`src/hdl/ebc_pkg.sv`:
```
// Purpose: constants for the external bus mode and port configuration registers
// Assumes: 8-bit internal register bus, byte offsets within the module window
// Notes: mode codes follow the three mode select bits
//
// How it works
// [RQ1] mode bits decode to eight modes, 110 being special peripheral
// [RQ2] emulation, normal expanded and peripheral modes ignore all mode writes
// [RQ3] special single chip and test take any mode write except to 110; test mode unmaps the register, so only special single chip does
// [RQ4] normal single chip: top bit fixed, lower two writable once, never 110
// [RQ5] leaving special for normal single chip leaves one write, else none
// [RQ6] secure state blocks every mode write
// [RQ7] pull register: bit 7 port k, 4 port e, 1 port b, 0 port a
// [RQ8] pulls act only on pins that are inputs
// [RQ9] port e pull enable covers pins 7,4:0; pins 5,6 pull only in reset
// [RQ10] drive register: same bit layout, one selects reduced drive
// [RQ11] reduced drive applies whatever function owns the pin
// [RQ12] expanded and peripheral modes remove the registers, accesses go external
// [RQ13] pull and drive registers read and write anytime while mapped
// [RQ14] stretch bit clear: e clock free; set: high on stretch, low when hidden
// [RQ15] stretch bit writes once in normal and emulation, anytime in special; the register maps only in single chip modes, never in emulation
// [RQ16] stretch bit has no effect in single chip modes
// [RQ17] accepted mode write takes effect one cycle after the write
// [RQ18] unimplemented bits read zero and ignore writes
// [RQ19] write-once tracking clears only at chip reset
package ebc_pkg;
   localparam int ADDR_W = 8;
   localparam int DATA_W = 8;

   localparam logic [ADDR_W-1:0] OFS_MODE = 8'h0b;
   localparam logic [ADDR_W-1:0] OFS_PULL = 8'h0c;
   localparam logic [ADDR_W-1:0] OFS_DRIVE = 8'h0d;
   localparam logic [ADDR_W-1:0] OFS_STRETCH = 8'h0e;

   localparam int MODE_LSB = 5;
   localparam int BIT_PORT_K = 7;
   localparam int BIT_PORT_E = 4;
   localparam int BIT_PORT_B = 1;
   localparam int BIT_PORT_A = 0;
   localparam int BIT_ECLK_STRETCH_EN = 0;

   localparam logic [DATA_W-1:0] PORT_MASK = 8'h93;
   localparam logic [DATA_W-1:0] PULL_RST = 8'h00;
   localparam logic [DATA_W-1:0] DRIVE_RST = 8'h00;
   localparam logic [0:0] ECLK_STRETCH_EN_RST = 1'h1;
   localparam logic [7:0] PE_RESET_PULL = 8'h60;
   localparam logic [1:0] STRAP_WAIT = 2'h2;

   localparam logic [2:0] MD_SPC_SINGLE = 3'h0;
   localparam logic [2:0] MD_EMU_NARROW = 3'h1;
   localparam logic [2:0] MD_SPC_TEST = 3'h2;
   localparam logic [2:0] MD_EMU_WIDE = 3'h3;
   localparam logic [2:0] MD_NRM_SINGLE = 3'h4;
   localparam logic [2:0] MD_NRM_NARROW = 3'h5;
   localparam logic [2:0] MD_SPC_PERIPH = 3'h6;
   localparam logic [2:0] MD_NRM_WIDE = 3'h7;
endpackage

```
`src/hdl/ebc_pad_ctl.sv`:
```
// Purpose: per-pin pull and reduced drive controls for one port
// Assumes: dir_i one means the pin is driven as output
// Notes: outputs registered; RESET_PULL pins pull only in reset and for one cycle after release
`timescale 1ns/1ps
`default_nettype none
module ebc_pad_ctl #(
   parameter logic [7:0] PULL_MASK = 8'hff,
   parameter logic [7:0] RESET_PULL = 8'h00
) (
   input wire logic mclk_i,
   input wire logic rstn_i,
   input wire logic ce_i,
   input wire logic pull_en_i,
   input wire logic low_drive_i,
   input wire logic [7:0] dir_i,
   output logic [7:0] pull_on_o,
   output logic [7:0] low_drv_o
);
   logic in_reset_ff;

   // cleared one edge after release so reset-only pulls cover the reset itself
   always_ff @(posedge mclk_i or negedge rstn_i) begin
      if (!rstn_i) begin
         in_reset_ff <= 1'b1;
      end else if (ce_i) begin
         in_reset_ff <= 1'b0;
      end
   end

   always_ff @(posedge mclk_i or negedge rstn_i) begin
      if (!rstn_i) begin
         pull_on_o <= RESET_PULL;
      end else if (ce_i) begin
         pull_on_o <= ({8{pull_en_i}} & PULL_MASK & ~dir_i) // [RQ8] [RQ9]
            | ({8{in_reset_ff}} & RESET_PULL & ~dir_i); // [RQ9]
      end
   end

   // outputs only, but independent of what drives the pin
   always_ff @(posedge mclk_i or negedge rstn_i) begin
      if (!rstn_i) begin
         low_drv_o <= 8'h00;
      end else if (ce_i) begin
         low_drv_o <= {8{low_drive_i}} & dir_i; // [RQ11]
      end
   end

   ////////////////////////////////////////////////////////////////////////////
   inputs_no_pull_a: // [RQ8]
   assert property (@(posedge mclk_i) disable iff (!rstn_i)
      ce_i |=> ((pull_on_o & $past(dir_i)) == 8'h00))
      else $error("pull active on an output pin");
   drive_follow_a: // [RQ11]
   assert property (@(posedge mclk_i) disable iff (!rstn_i)
      (ce_i && low_drive_i) |=> (low_drv_o == $past(dir_i)))
      else $error("reduced drive missing on an output pin");
endmodule // ebc_pad_ctl
`default_nettype wire

```
`src/hdl/ebc_cfg_regs.sv`:
```
// Purpose: mode select, pull, drive and e clock stretch registers of the bus block
// Assumes: one-cycle register accesses; secure_i and access status from same clock
// Notes: strap pins synchronised and caught on the third edge after reset release
`timescale 1ns/1ps
`default_nettype none
module ebc_cfg_regs
   import ebc_pkg::*;
#(
   parameter logic [DATA_W-1:0] PULL_RESET = PULL_RST,
   parameter logic [DATA_W-1:0] DRIVE_RESET = DRIVE_RST
) (
   input wire logic mclk_i,
   input wire logic rstn_i,
   input wire logic ce_i,
   input wire logic [2:0] mode_strap_i,
   input wire logic secure_i,
   input wire logic reg_sel_i,
   input wire logic reg_wr_i,
   input wire logic [ebc_pkg::ADDR_W-1:0] reg_addr_i,
   input wire logic [ebc_pkg::DATA_W-1:0] reg_wdata_i,
   output logic [ebc_pkg::DATA_W-1:0] reg_rdata_o,
   output logic reg_hit_o,
   output logic ext_echo_o,
   input wire logic ext_stretch_i,
   input wire logic int_hidden_i,
   input wire logic [7:0] dir_a_i,
   input wire logic [7:0] dir_b_i,
   input wire logic [7:0] dir_e_i,
   input wire logic [7:0] dir_k_i,
   output logic [7:0] pull_a_o,
   output logic [7:0] pull_b_o,
   output logic [7:0] pull_e_o,
   output logic [7:0] pull_k_o,
   output logic [7:0] low_drv_a_o,
   output logic [7:0] low_drv_b_o,
   output logic [7:0] low_drv_e_o,
   output logic [7:0] low_drv_k_o,
   output logic [2:0] mode_o,
   output logic single_chip_o,
   output logic eclk_o
);
   logic [2:0] strap_s1_ff;
   logic [2:0] strap_s2_ff;
   logic [1:0] strap_cnt_ff;
   logic strap_done_ff;
   logic [2:0] mode_ff;
   logic [2:0] mode_pend_ff;
   logic mode_pend_vld_ff;
   logic mode_once_ff;
   logic [DATA_W-1:0] pull_ff;
   logic [DATA_W-1:0] drive_ff;
   logic eclk_stretch_en_ff;
   logic eclk_stretch_en_used_ff;
   logic eclk_ff;
   logic [DATA_W-1:0] rdata_ff;
   logic [2:0] nxt_mode;
   logic mode_acc;
   logic mapped;
   logic our_addr;
   logic wr_ok;
   logic eclk_stretch_en_acc;
   logic eclk_stretch_en_eff;

   ////////////////////////////////////////////////////////////////////////////
   // mode decode helpers
   function automatic logic is_special(input logic [2:0] m);
      return (m == MD_SPC_SINGLE) || (m == MD_SPC_TEST) || (m == MD_SPC_PERIPH);
   endfunction

   function automatic logic is_single(input logic [2:0] m);
      return (m == MD_SPC_SINGLE) || (m == MD_NRM_SINGLE);
   endfunction

   // expanded, emulation and peripheral modes drop the registers out of the map
   function automatic logic is_unmapped(input logic [2:0] m);
      return !is_single(m);
   endfunction

   ////////////////////////////////////////////////////////////////////////////
   // strap pins: two-stage sync, then caught once the sync has settled
   always_ff @(posedge mclk_i or negedge rstn_i) begin
      if (!rstn_i) begin
         strap_s1_ff <= 3'h0;
         strap_s2_ff <= 3'h0;
      end else if (ce_i) begin
         strap_s1_ff <= mode_strap_i;
         strap_s2_ff <= strap_s1_ff;
      end
   end

   always_ff @(posedge mclk_i or negedge rstn_i) begin
      if (!rstn_i) begin
         strap_cnt_ff <= 2'h0;
         strap_done_ff <= 1'b0;
      end else if (ce_i && !strap_done_ff) begin
         if (strap_cnt_ff == STRAP_WAIT) begin
            strap_done_ff <= 1'b1;
         end else begin
            strap_cnt_ff <= strap_cnt_ff + 2'h1;
         end
      end
   end

   ////////////////////////////////////////////////////////////////////////////
   // bus decode
   assign our_addr = (reg_addr_i == OFS_MODE) || (reg_addr_i == OFS_PULL)
      || (reg_addr_i == OFS_DRIVE) || (reg_addr_i == OFS_STRETCH);
   assign mapped = strap_done_ff && !is_unmapped(mode_ff);
   assign reg_hit_o = reg_sel_i && our_addr && mapped;
   assign ext_echo_o = reg_sel_i && our_addr && strap_done_ff && !mapped; // [RQ12]
   assign wr_ok = reg_hit_o && reg_wr_i;

   ////////////////////////////////////////////////////////////////////////////
   // mode write qualification
   always_comb begin
      nxt_mode = reg_wdata_i[MODE_LSB +: 3];
      mode_acc = 1'b0;
      if (wr_ok && (reg_addr_i == OFS_MODE) && !secure_i) begin // [RQ6]
         case (mode_ff)
            MD_SPC_SINGLE, MD_SPC_TEST: begin
               mode_acc = (nxt_mode != MD_SPC_PERIPH); // [RQ3]
            end
            MD_NRM_SINGLE: begin
               nxt_mode = {1'b1, reg_wdata_i[MODE_LSB +: 2]}; // [RQ4]
               mode_acc = mode_once_ff && (nxt_mode != MD_SPC_PERIPH); // [RQ4]
            end
            default: begin
               mode_acc = 1'b0; // [RQ2]
            end
         endcase
      end
   end

   // accepted value waits in a holding stage so the change lands a cycle late
   always_ff @(posedge mclk_i or negedge rstn_i) begin
      if (!rstn_i) begin
         mode_pend_ff <= MD_SPC_SINGLE;
         mode_pend_vld_ff <= 1'b0;
      end else if (ce_i) begin
         mode_pend_ff <= nxt_mode;
         mode_pend_vld_ff <= mode_acc; // [RQ17]
      end
   end

   always_ff @(posedge mclk_i or negedge rstn_i) begin
      if (!rstn_i) begin
         mode_ff <= MD_SPC_SINGLE;
      end else if (ce_i) begin
         if (!strap_done_ff && (strap_cnt_ff == STRAP_WAIT)) begin
            mode_ff <= strap_s2_ff;
         end else if (mode_pend_vld_ff) begin
            mode_ff <= mode_pend_ff; // [RQ17]
         end
      end
   end

   // one write left whenever normal single chip is entered, by strap or from special
   always_ff @(posedge mclk_i or negedge rstn_i) begin
      if (!rstn_i) begin
         mode_once_ff <= 1'b1; // [RQ19]
      end else if (ce_i && mode_acc) begin
         mode_once_ff <= is_special(mode_ff) && (nxt_mode == MD_NRM_SINGLE); // [RQ5]
      end
   end

   ////////////////////////////////////////////////////////////////////////////
   // pull and drive registers, unimplemented bits held at zero
   always_ff @(posedge mclk_i or negedge rstn_i) begin
      if (!rstn_i) begin
         pull_ff <= PULL_RESET & PORT_MASK;
      end else if (ce_i && wr_ok && (reg_addr_i == OFS_PULL)) begin
         pull_ff <= reg_wdata_i & PORT_MASK; // [RQ7] [RQ13] [RQ18]
      end
   end

   always_ff @(posedge mclk_i or negedge rstn_i) begin
      if (!rstn_i) begin
         drive_ff <= DRIVE_RESET & PORT_MASK;
      end else if (ce_i && wr_ok && (reg_addr_i == OFS_DRIVE)) begin
         drive_ff <= reg_wdata_i & PORT_MASK; // [RQ10] [RQ13] [RQ18]
      end
   end

   ////////////////////////////////////////////////////////////////////////////
   // stretch control
   assign eclk_stretch_en_acc = wr_ok && (reg_addr_i == OFS_STRETCH)
      && (is_special(mode_ff) || !eclk_stretch_en_used_ff); // [RQ15]

   always_ff @(posedge mclk_i or negedge rstn_i) begin
      if (!rstn_i) begin
         eclk_stretch_en_ff <= ECLK_STRETCH_EN_RST;
         eclk_stretch_en_used_ff <= 1'b0; // [RQ19]
      end else if (ce_i && eclk_stretch_en_acc) begin
         eclk_stretch_en_ff <= reg_wdata_i[BIT_ECLK_STRETCH_EN];
         eclk_stretch_en_used_ff <= 1'b1;
      end
   end

   assign eclk_stretch_en_eff = eclk_stretch_en_ff && !is_single(mode_ff); // [RQ16]

   // e clock: free toggle unless stretching is in force
   always_ff @(posedge mclk_i or negedge rstn_i) begin
      if (!rstn_i) begin
         eclk_ff <= 1'b0;
      end else if (ce_i) begin
         if (eclk_stretch_en_eff && ext_stretch_i) begin
            eclk_ff <= 1'b1; // [RQ14]
         end else if (eclk_stretch_en_eff && int_hidden_i) begin
            eclk_ff <= 1'b0; // [RQ14]
         end else begin
            eclk_ff <= !eclk_ff; // [RQ14]
         end
      end
   end

   ////////////////////////////////////////////////////////////////////////////
   // read data registered; other mode register bits belong elsewhere and read zero
   always_ff @(posedge mclk_i or negedge rstn_i) begin
      if (!rstn_i) begin
         rdata_ff <= 8'h00;
      end else if (ce_i) begin
         rdata_ff <= 8'h00;
         if (reg_hit_o) begin
            case (reg_addr_i)
               OFS_MODE: rdata_ff <= {mode_ff, 5'h00};
               OFS_PULL: rdata_ff <= pull_ff;
               OFS_DRIVE: rdata_ff <= drive_ff;
               OFS_STRETCH: rdata_ff <= {7'h00, eclk_stretch_en_ff}; // [RQ18]
               default: rdata_ff <= 8'h00;
            endcase
         end
      end
   end

   assign reg_rdata_o = rdata_ff;
   assign mode_o = mode_ff; // [RQ1]
   assign single_chip_o = is_single(mode_ff); // [RQ1]
   assign eclk_o = eclk_ff;

   ////////////////////////////////////////////////////////////////////////////
   // pad controls, one per port
   ebc_pad_ctl #(.PULL_MASK(8'hff), .RESET_PULL(8'h00)) u_pad_a (
      .mclk_i(mclk_i), .rstn_i(rstn_i), .ce_i(ce_i),
      .pull_en_i(pull_ff[BIT_PORT_A]), .low_drive_i(drive_ff[BIT_PORT_A]),
      .dir_i(dir_a_i), .pull_on_o(pull_a_o), .low_drv_o(low_drv_a_o));
   ebc_pad_ctl #(.PULL_MASK(8'hff), .RESET_PULL(8'h00)) u_pad_b (
      .mclk_i(mclk_i), .rstn_i(rstn_i), .ce_i(ce_i),
      .pull_en_i(pull_ff[BIT_PORT_B]), .low_drive_i(drive_ff[BIT_PORT_B]),
      .dir_i(dir_b_i), .pull_on_o(pull_b_o), .low_drv_o(low_drv_b_o));
   ebc_pad_ctl #(.PULL_MASK(~PE_RESET_PULL), .RESET_PULL(PE_RESET_PULL)) u_pad_e (
      .mclk_i(mclk_i), .rstn_i(rstn_i), .ce_i(ce_i),
      .pull_en_i(pull_ff[BIT_PORT_E]), .low_drive_i(drive_ff[BIT_PORT_E]),
      .dir_i(dir_e_i), .pull_on_o(pull_e_o), .low_drv_o(low_drv_e_o)); // [RQ9]
   ebc_pad_ctl #(.PULL_MASK(8'hff), .RESET_PULL(8'h00)) u_pad_k (
      .mclk_i(mclk_i), .rstn_i(rstn_i), .ce_i(ce_i),
      .pull_en_i(pull_ff[BIT_PORT_K]), .low_drive_i(drive_ff[BIT_PORT_K]),
      .dir_i(dir_k_i), .pull_on_o(pull_k_o), .low_drv_o(low_drv_k_o));

   ////////////////////////////////////////////////////////////////////////////
   mode_decode_a: // [RQ1]
   assert property (@(posedge mclk_i) disable iff (!rstn_i)
      single_chip_o == ((mode_o == 3'h0) || (mode_o == 3'h4)))
      else $error("single chip decode wrong");
   locked_mode_a: // [RQ2]
   assert property (@(posedge mclk_i) disable iff (!rstn_i)
      (strap_done_ff && !is_special(mode_ff) && (mode_ff != MD_NRM_SINGLE)
      && !mode_pend_vld_ff) |=> $stable(mode_ff))
      else $error("locked mode changed");
   no_periph_a: // [RQ3]
   assert property (@(posedge mclk_i) disable iff (!rstn_i)
      mode_acc |-> (nxt_mode != 3'h6))
      else $error("write to peripheral mode accepted");
   top_bit_a: // [RQ4]
   assert property (@(posedge mclk_i) disable iff (!rstn_i)
      (mode_acc && (mode_ff == 3'h4)) |-> nxt_mode[2])
      else $error("top mode bit cleared from normal single chip");
   once_spent_a: // [RQ5]
   assert property (@(posedge mclk_i) disable iff (!rstn_i)
      (ce_i && mode_acc && (mode_ff == 3'h4)) |=> !mode_once_ff)
      else $error("second write left in normal single chip");
   secure_block_a: // [RQ6]
   assert property (@(posedge mclk_i) disable iff (!rstn_i)
      secure_i |-> !mode_acc)
      else $error("mode write accepted while secure");
   late_apply_a: // [RQ17]
   assert property (@(posedge mclk_i) disable iff (!rstn_i)
      (ce_i && mode_acc) ##1 ce_i |-> ($stable(mode_ff) ##1 (mode_ff == $past(nxt_mode, 2))))
      else $error("mode write timing wrong");
   unmapped_a: // [RQ12]
   assert property (@(posedge mclk_i) disable iff (!rstn_i)
      (strap_done_ff && !single_chip_o) |-> !reg_hit_o)
      else $error("register mapped in expanded mode");
   eclk_stretch_en_once_a: // [RQ15]
   assert property (@(posedge mclk_i) disable iff (!rstn_i)
      (eclk_stretch_en_used_ff && !is_special(mode_ff)) |=> $stable(eclk_stretch_en_ff))
      else $error("stretch bit written twice");
   eclk_free_a: // [RQ14]
   assert property (@(posedge mclk_i) disable iff (!rstn_i)
      (ce_i && !eclk_stretch_en_eff) |=> (eclk_o != $past(eclk_o)))
      else $error("e clock not free running");
endmodule // ebc_cfg_regs
`default_nettype wire

```
`config.mk`:
```
export PLATFORM = sky130hd
export DESIGN_NAME = ebc_cfg_regs
export DESIGN_NICKNAME = d
export VERILOG_FILES = /design/src/hdl/ebc_pkg.sv /design/src/hdl/ebc_pad_ctl.sv /design/src/hdl/ebc_cfg_regs.sv
export SDC_FILE = /design/constraint.sdc
export NUM_CORES = 1
export LEC_CHECK = 0
export BUFFER_PORTS_ARGS = -buffer_cell sky130_fd_sc_hd__buf_2
export CORE_UTILIZATION = 46
export CTS_CLUSTER_DIAMETER = 150
export DETAILED_ROUTE_END_ITERATION = 10
export HOLD_SLACK_MARGIN = 0.08
export PLACE_DENSITY_LB_ADDON = 0.3
export REMOVE_ABC_BUFFERS = 1
export SYNTH_ARGS = -nofsm -noshare
export SYNTH_HDL_FRONTEND = slang
export SYNTH_SLANG_ARGS = --single-unit
```
`constraint.sdc`:
```
create_clock -name mclk_i -period 4.2 [get_ports mclk_i]
set_clock_uncertainty 0.05 [all_clocks]
set_input_delay 1.26 -clock mclk_i [delete_from_list [all_inputs] [get_ports mclk_i]]
set_output_delay 1.26 -clock mclk_i [all_outputs]
set_load 0.01 [all_outputs]
```
### After elaboration in Yosys (flattened, before gate mapping)

Cells that the tools add are included.
W data, S select, Z words.

* equality and inequality tests: 11
* reductions and logical operators: 41
* bitwise gates (word level): 15
* multiplexer cells: 10
* $add $sub $neg: 1

Operators by type and width (number)
* $and A8 B8 Y8: 8
* $eq A8 B4 Y1 const B: 4
* $not A8 Y8: 4
* $pmux W8 S4: 1
* $logic_and A1 B1 Y1: 22
* $mux W3: 4
* $eq A3 B3 Y1 const B: 3
* $and A7 B8 Y8: 1
* $mux W8: 1
* $or A8 B8 Y8: 1
* $logic_or A1 B1 Y1: 7
* $logic_not A1 Y1: 6
* $reduce_and A2 Y1: 3
* $eq A3 B2 Y1 const B: 1
* $logic_not A3 Y1: 1
* $mux W1: 3
* $ne A3 B3 Y1 const B: 1
* $add A2 B1 Y2 const B: 1
* $eq A2 B2 Y1 const B: 1
* $ne A2 B2 Y1 const B: 1
* $pmux W1 S2: 1
* $reduce_bool A2 Y1: 1
* $reduce_or A2 Y1: 1
* $not A1 Y1: 1

* word-level logic and storage cells: 101
* input port bits: 59
* output and inout bits: 79
* bits in registers: 101

### Logic depth before layout (Yosys ltp)

* depth after elaboration: 12
* mapped depth: 6
* mapped depth without buffers: 6

### Modules after synthesis

Synthesis repeated with hierarchy kept, for this count alone.

* cell total of the unflattened synthesis: 416
* area, all modules: 4394.2 um^2

Modules (own cells, without submodules)
* ebc_pad_ctl (u_pad_a ...): times used 3, cells each 69, sequential area each 400.4 um^2, area each 669.4 um^2
* ebc_cfg_regs: times used 1, cells each 139, sequential area each 853.3 um^2, area each 1676.6 um^2
* ebc_pad_ctl (u_pad_e): times used 1, cells each 70, sequential area each 429.2 um^2, area each 709.4 um^2

### Least setup slack after synthesis

Ideal clock, no wire load.

* kind: in2out
* start: in reg_addr_i[4] (netlist name)
* end: out reg_hit_o
* setup slack: 0.611 ns
* required time: 2.890 ns
* path buffers: 0
* arrival: 2.279 ns
* stages on the path: 4
* path through: or4b_4 > a211oi_1 > nand2_1 > inv_1

* longest elaborated chain between the ends: 6
* elaborated cells between the ends (all ways): 9
* classes of those cells: 4 x eq/ne; 5 x reduce/logical

RTL lines
* start, declared: line ebc_cfg_regs.sv:19 `input wire logic [ebc_pkg::ADDR_W-1:0] reg_addr_i,`
* $eq A8 B4 Y1: line ebc_cfg_regs.sv:106 `assign our_addr = (reg_addr_i == OFS_MODE) || (reg_addr_i == OFS_PULL)`
* $logic_or A1 B1 Y1: line ebc_cfg_regs.sv:106
* $logic_or A1 B1 Y1: line ebc_cfg_regs.sv:107 `|| (reg_addr_i == OFS_DRIVE) || (reg_addr_i == OFS_STRETCH);`
* $logic_or A1 B1 Y1 (*): line ebc_cfg_regs.sv:107
* $logic_and A1 B1 Y1 (*) (2 in a row): line ebc_cfg_regs.sv:109 `assign reg_hit_o = reg_sel_i && our_addr && mapped;`
* end, declared: line ebc_cfg_regs.sv:22 `output logic reg_hit_o,`

Every way passes the cells marked *; elsewhere a longest branch is shown, timed or not.

### Worst setup path in the final report

Ends and elaborated chain as after synthesis.

==> run_results.csv <==
group,metric,value,unit
routing,vias_per_cell,5.14,
global_routing,grt_use_total,20.3,%
global_routing,grt_first_pass_wirelength,15700,um
synthesis,yosysTopAreaCell,"dfrtp_1",
global_routing,grt_max_degree,63,
routing,drtPass1Iterations,8,
place,io_buffers,133,
power,vdd_drop_max,0.208,mV
timing,finalSetupTns,0,ns
timing,grt_setup_unrepaired,"false",
clock_tree,clkSlewWorstSetupHoldPaths,0.10,ns
worst_setup_path,critPathTopFamily,"simple AND/OR/NAND/NOR gates",
synthesis,synthTopCellsByArea,"dfrtp_1 (55%), o21ai_0 (7.3%), inv_1 (6.4%)",
synthesis,avgSynthCellArea,10.2,um^2
clock_tree,root_buffer,"clkbuf_8",
worst_setup_path,critPathMaxFanout,4,
synthesis,syn-cell-area,4270,um^2
floorplanning,core,8850,um^2
floorplanning,die_h,98.4,um
routing,drc,12,
clock_tree,post_cts_buffers,0,
place,place_inst,635,
clock_tree,clk_latency,0.35,ns
timing,setup_viol_count_final,0,
clock_tree,htree_levels,3,
worst_setup_path,worstSetupPathType,"primary input to output pin",
clock_tree,numClockSinks,99,
timing,fin_crit,4.00,ns
clock_tree,postCtsResizedCells,0,
clock_tree,cts_tree,"yes",
floorplanning,die-area,9680,um^2
synthesis,yosysTopAreaCellShare,55.1,%
routing,drt_iter0_markers,175,
synthesis,ys_ff_latch,99,
synthesis,async_reset_ff_share,100,%
timing,timing.fmax,250,MHz
synthesis,syn_inst,418,
final_layout,drive_gt1_share,33.3,%
power,p_leak,0.00253,uW
synthesis,ys_warn_count,0,
clock_tree,clockBufferDepth,2,
floorplanning,ios,138,
final_layout,diodes,0,
global_routing,grt-ovfl-total,0,
final_layout,fin_cells,651,
place,finalWeightedCongestion,0.792,
outcome,outcome,"finished, violations left",
worst_setup_path,endpoint_kind,"output pin",
power,power_density,354,nW/um^2
worst_setup_path,path_cells,"buf_2 > or4b_4 > a211oi_1 > nand2_1 > inv_1 > buf_2",
job,maxCapViolCount,0,
outcome,violations,"DRC",
worst_setup_path,critPathSlowestCell,"or4b_4",
routing,antenna_left,0,
synthesis,ys_types,41,
synthesis,synth-edff-count,0,
final_layout,seq_area,2480,um^2
routing,wl_per_cell,14.3,um
worst_setup_path,required,2.89,ns
routing,via_count,3347,
timing,finalHoldViolCount,0,
final_layout,area_growth,21.6,%
synthesis,synth_ff_type,"dfrtp_1",
floorplanning,start_util,48.3,%
synthesis,synth_common_cells,"dfrtp_1 (94), inv_1 (73), o21ai_0 (62)",
worst_setup_path,crit_buf_inv,3,
clock_tree,numCtsBuffers,9,
worst_setup_path,critPathLaunchType,"primary input",
timing,slew_viol_final,0,
final_layout,n_fill_cell,819,
worst_setup_path,crit_arrival,2.69,ns
synthesis,yosysMostFrequentCell,"dfrtp_1",
place,hpwl,6450,um
clock_tree,cts_hold_buf,0,
worst_setup_path,crit_path_max_incr_delay,0.57,ns
hold_path,hold_class,"register to register",
global_routing,first_global_vias,3230,
worst_setup_path,worst_path_most_repeated_cell,"buf_2",
synthesis,seq_area_frac_synth,58.1,%
timing,worst_pin_slew,0.804,ns
timing,post-route-period-util,95.3,%
final_layout,multi_input_area,1410,um^2
global_routing,antenna_found_initial,0,
final_layout,nNetsFinal,598,
floorplanning,die_x,98.4,um
routing,routed_wl,9310,um
floorplanning,rows,34,
timing,slew_headroom,46.4,%
cells by family (layout without fill, tap and decap cells):
group	count (synthesis)	count (layout)	share of synthesized area (%)
adders and majority gates	1	1	0.293
DFF	99	99	58.1
buffers and inverters	101	225	9.08
xor gates and xnor gates	1	1	0.205
and+or+nand+nor	102	102	14.7
muxes	22	22	5.77
other	1	2	0.0878
AOI/OAI and AO/OA	91	91	11.7
power breakdown:
group / leakage (uW) / internal [uW] / switching (uW) / total [uW]
clock network: 0.0000966 / 277 / 325 / 602
registers: 0.00132 / 992 / 39.6 / 1030
logic: 0.00111 / 91.2 / 117 / 208
total: 0.00253 / 1360 / 482 / 1840
worst reg2reg max path: stages (launching register included):
cell and delay (ns):
dfrtp_1 0.46, nand4bb_2 0.28, nor4_1 0.39, and2b_2 0.27
mux2_2 0.34
cell type report:
type	instances	area share [%]
inverter	73	5.27
timing repair buffer	136	13.6
sequential	99	47.8
clock inverter	6	1.25
clock buffer	10	2.46
multi-input combinational	219	27.0
tap	108	2.60
layer usage:
metal  global-route usage, %  wire length, um  vias up
met3                    3.65              515        9
li1                        -                -     1620
met5                       0                0        -
met2                    32.6             4300      111
met1                    28.4             4410     1607
met4                    5.86               88        0
cells in the final DEF, fill, tap and decap left out, types with 2 or more instances in the layout:
master      n
buf_2     131
dfrtp_1    94
inv_1      73
o21ai_0    62
nand3_1    33
nand3b_1   31
mux2_2     17
o22ai_1    13
nand2_1    11
clkbuf_8    9
nor2_1      6
a21oi_1     6
dfstp_2     5
nor2b_1     4
mux2i_1     4
buf_4       4
nor4_1      3
or2_2       2
a21bo_2     2
nand2b_1    2
nor4bb_1    2
a31oi_1     2
conb_1      2
clkinv_2    2
registers in the layout, summed over array words and instances (netlist names), 2 cells and up:
register           count
strap_cnt_ff           2
u_pad_a.pull_on_o      8
u_pad_a.low_drv_o      8
u_pad_b.low_drv_o      8
u_pad_e.low_drv_o      8
drive_ff               4
u_pad_k.low_drv_o      8
strap_s1_ff            3
reg_rdata_o            6
strap_s2_ff            3
mode_o                 3
mode_pend_ff           3
u_pad_e.pull_on_o      8
pull_ff                4
u_pad_k.pull_on_o      8
u_pad_b.pull_on_o      8
final timing paths:
| path | from | to | slack [ns] | depth (start not counted) |
|---|---|---|---|---|
| worst max-delay path | reg_addr_i[4] | reg_hit_o | 0.20 | 6 |
| worst min-delay path | u_pad_e.pull_on_o[5] | u_pad_e.pull_on_o[5] | 0.42 | 2 |
| worst max register to register | mode_o[1] | pull_ff[7] | 2.29 | 4 |
| worst min register to register | u_pad_e.pull_on_o[5] | u_pad_e.pull_on_o[5] | 0.42 | 2 |
| max in group asynchronous | rstn_i | mode_once_ff | 2.40 | 2 |
| min in group asynchronous | rstn_i | u_pad_b.pull_on_o[0] | 0.93 | 1 |
through the flow:
stage               total power (uW)  cell area [um^2]  worst slack [ns]  hold slack, ns  utilization [%]
floorplan                       1130              4160             0.611           0.390                -
global placement                1250              5000             0.234           0.405             56.5
detailed placement              1260              5000             0.204           0.413             56.5
CTS                             1870              5200             0.189           0.428             58.7
global route                    1940              5200             0.109           0.448             58.7
finish                          1840              5200             0.196           0.422             58.7
(Power assumes the default switching activity.)
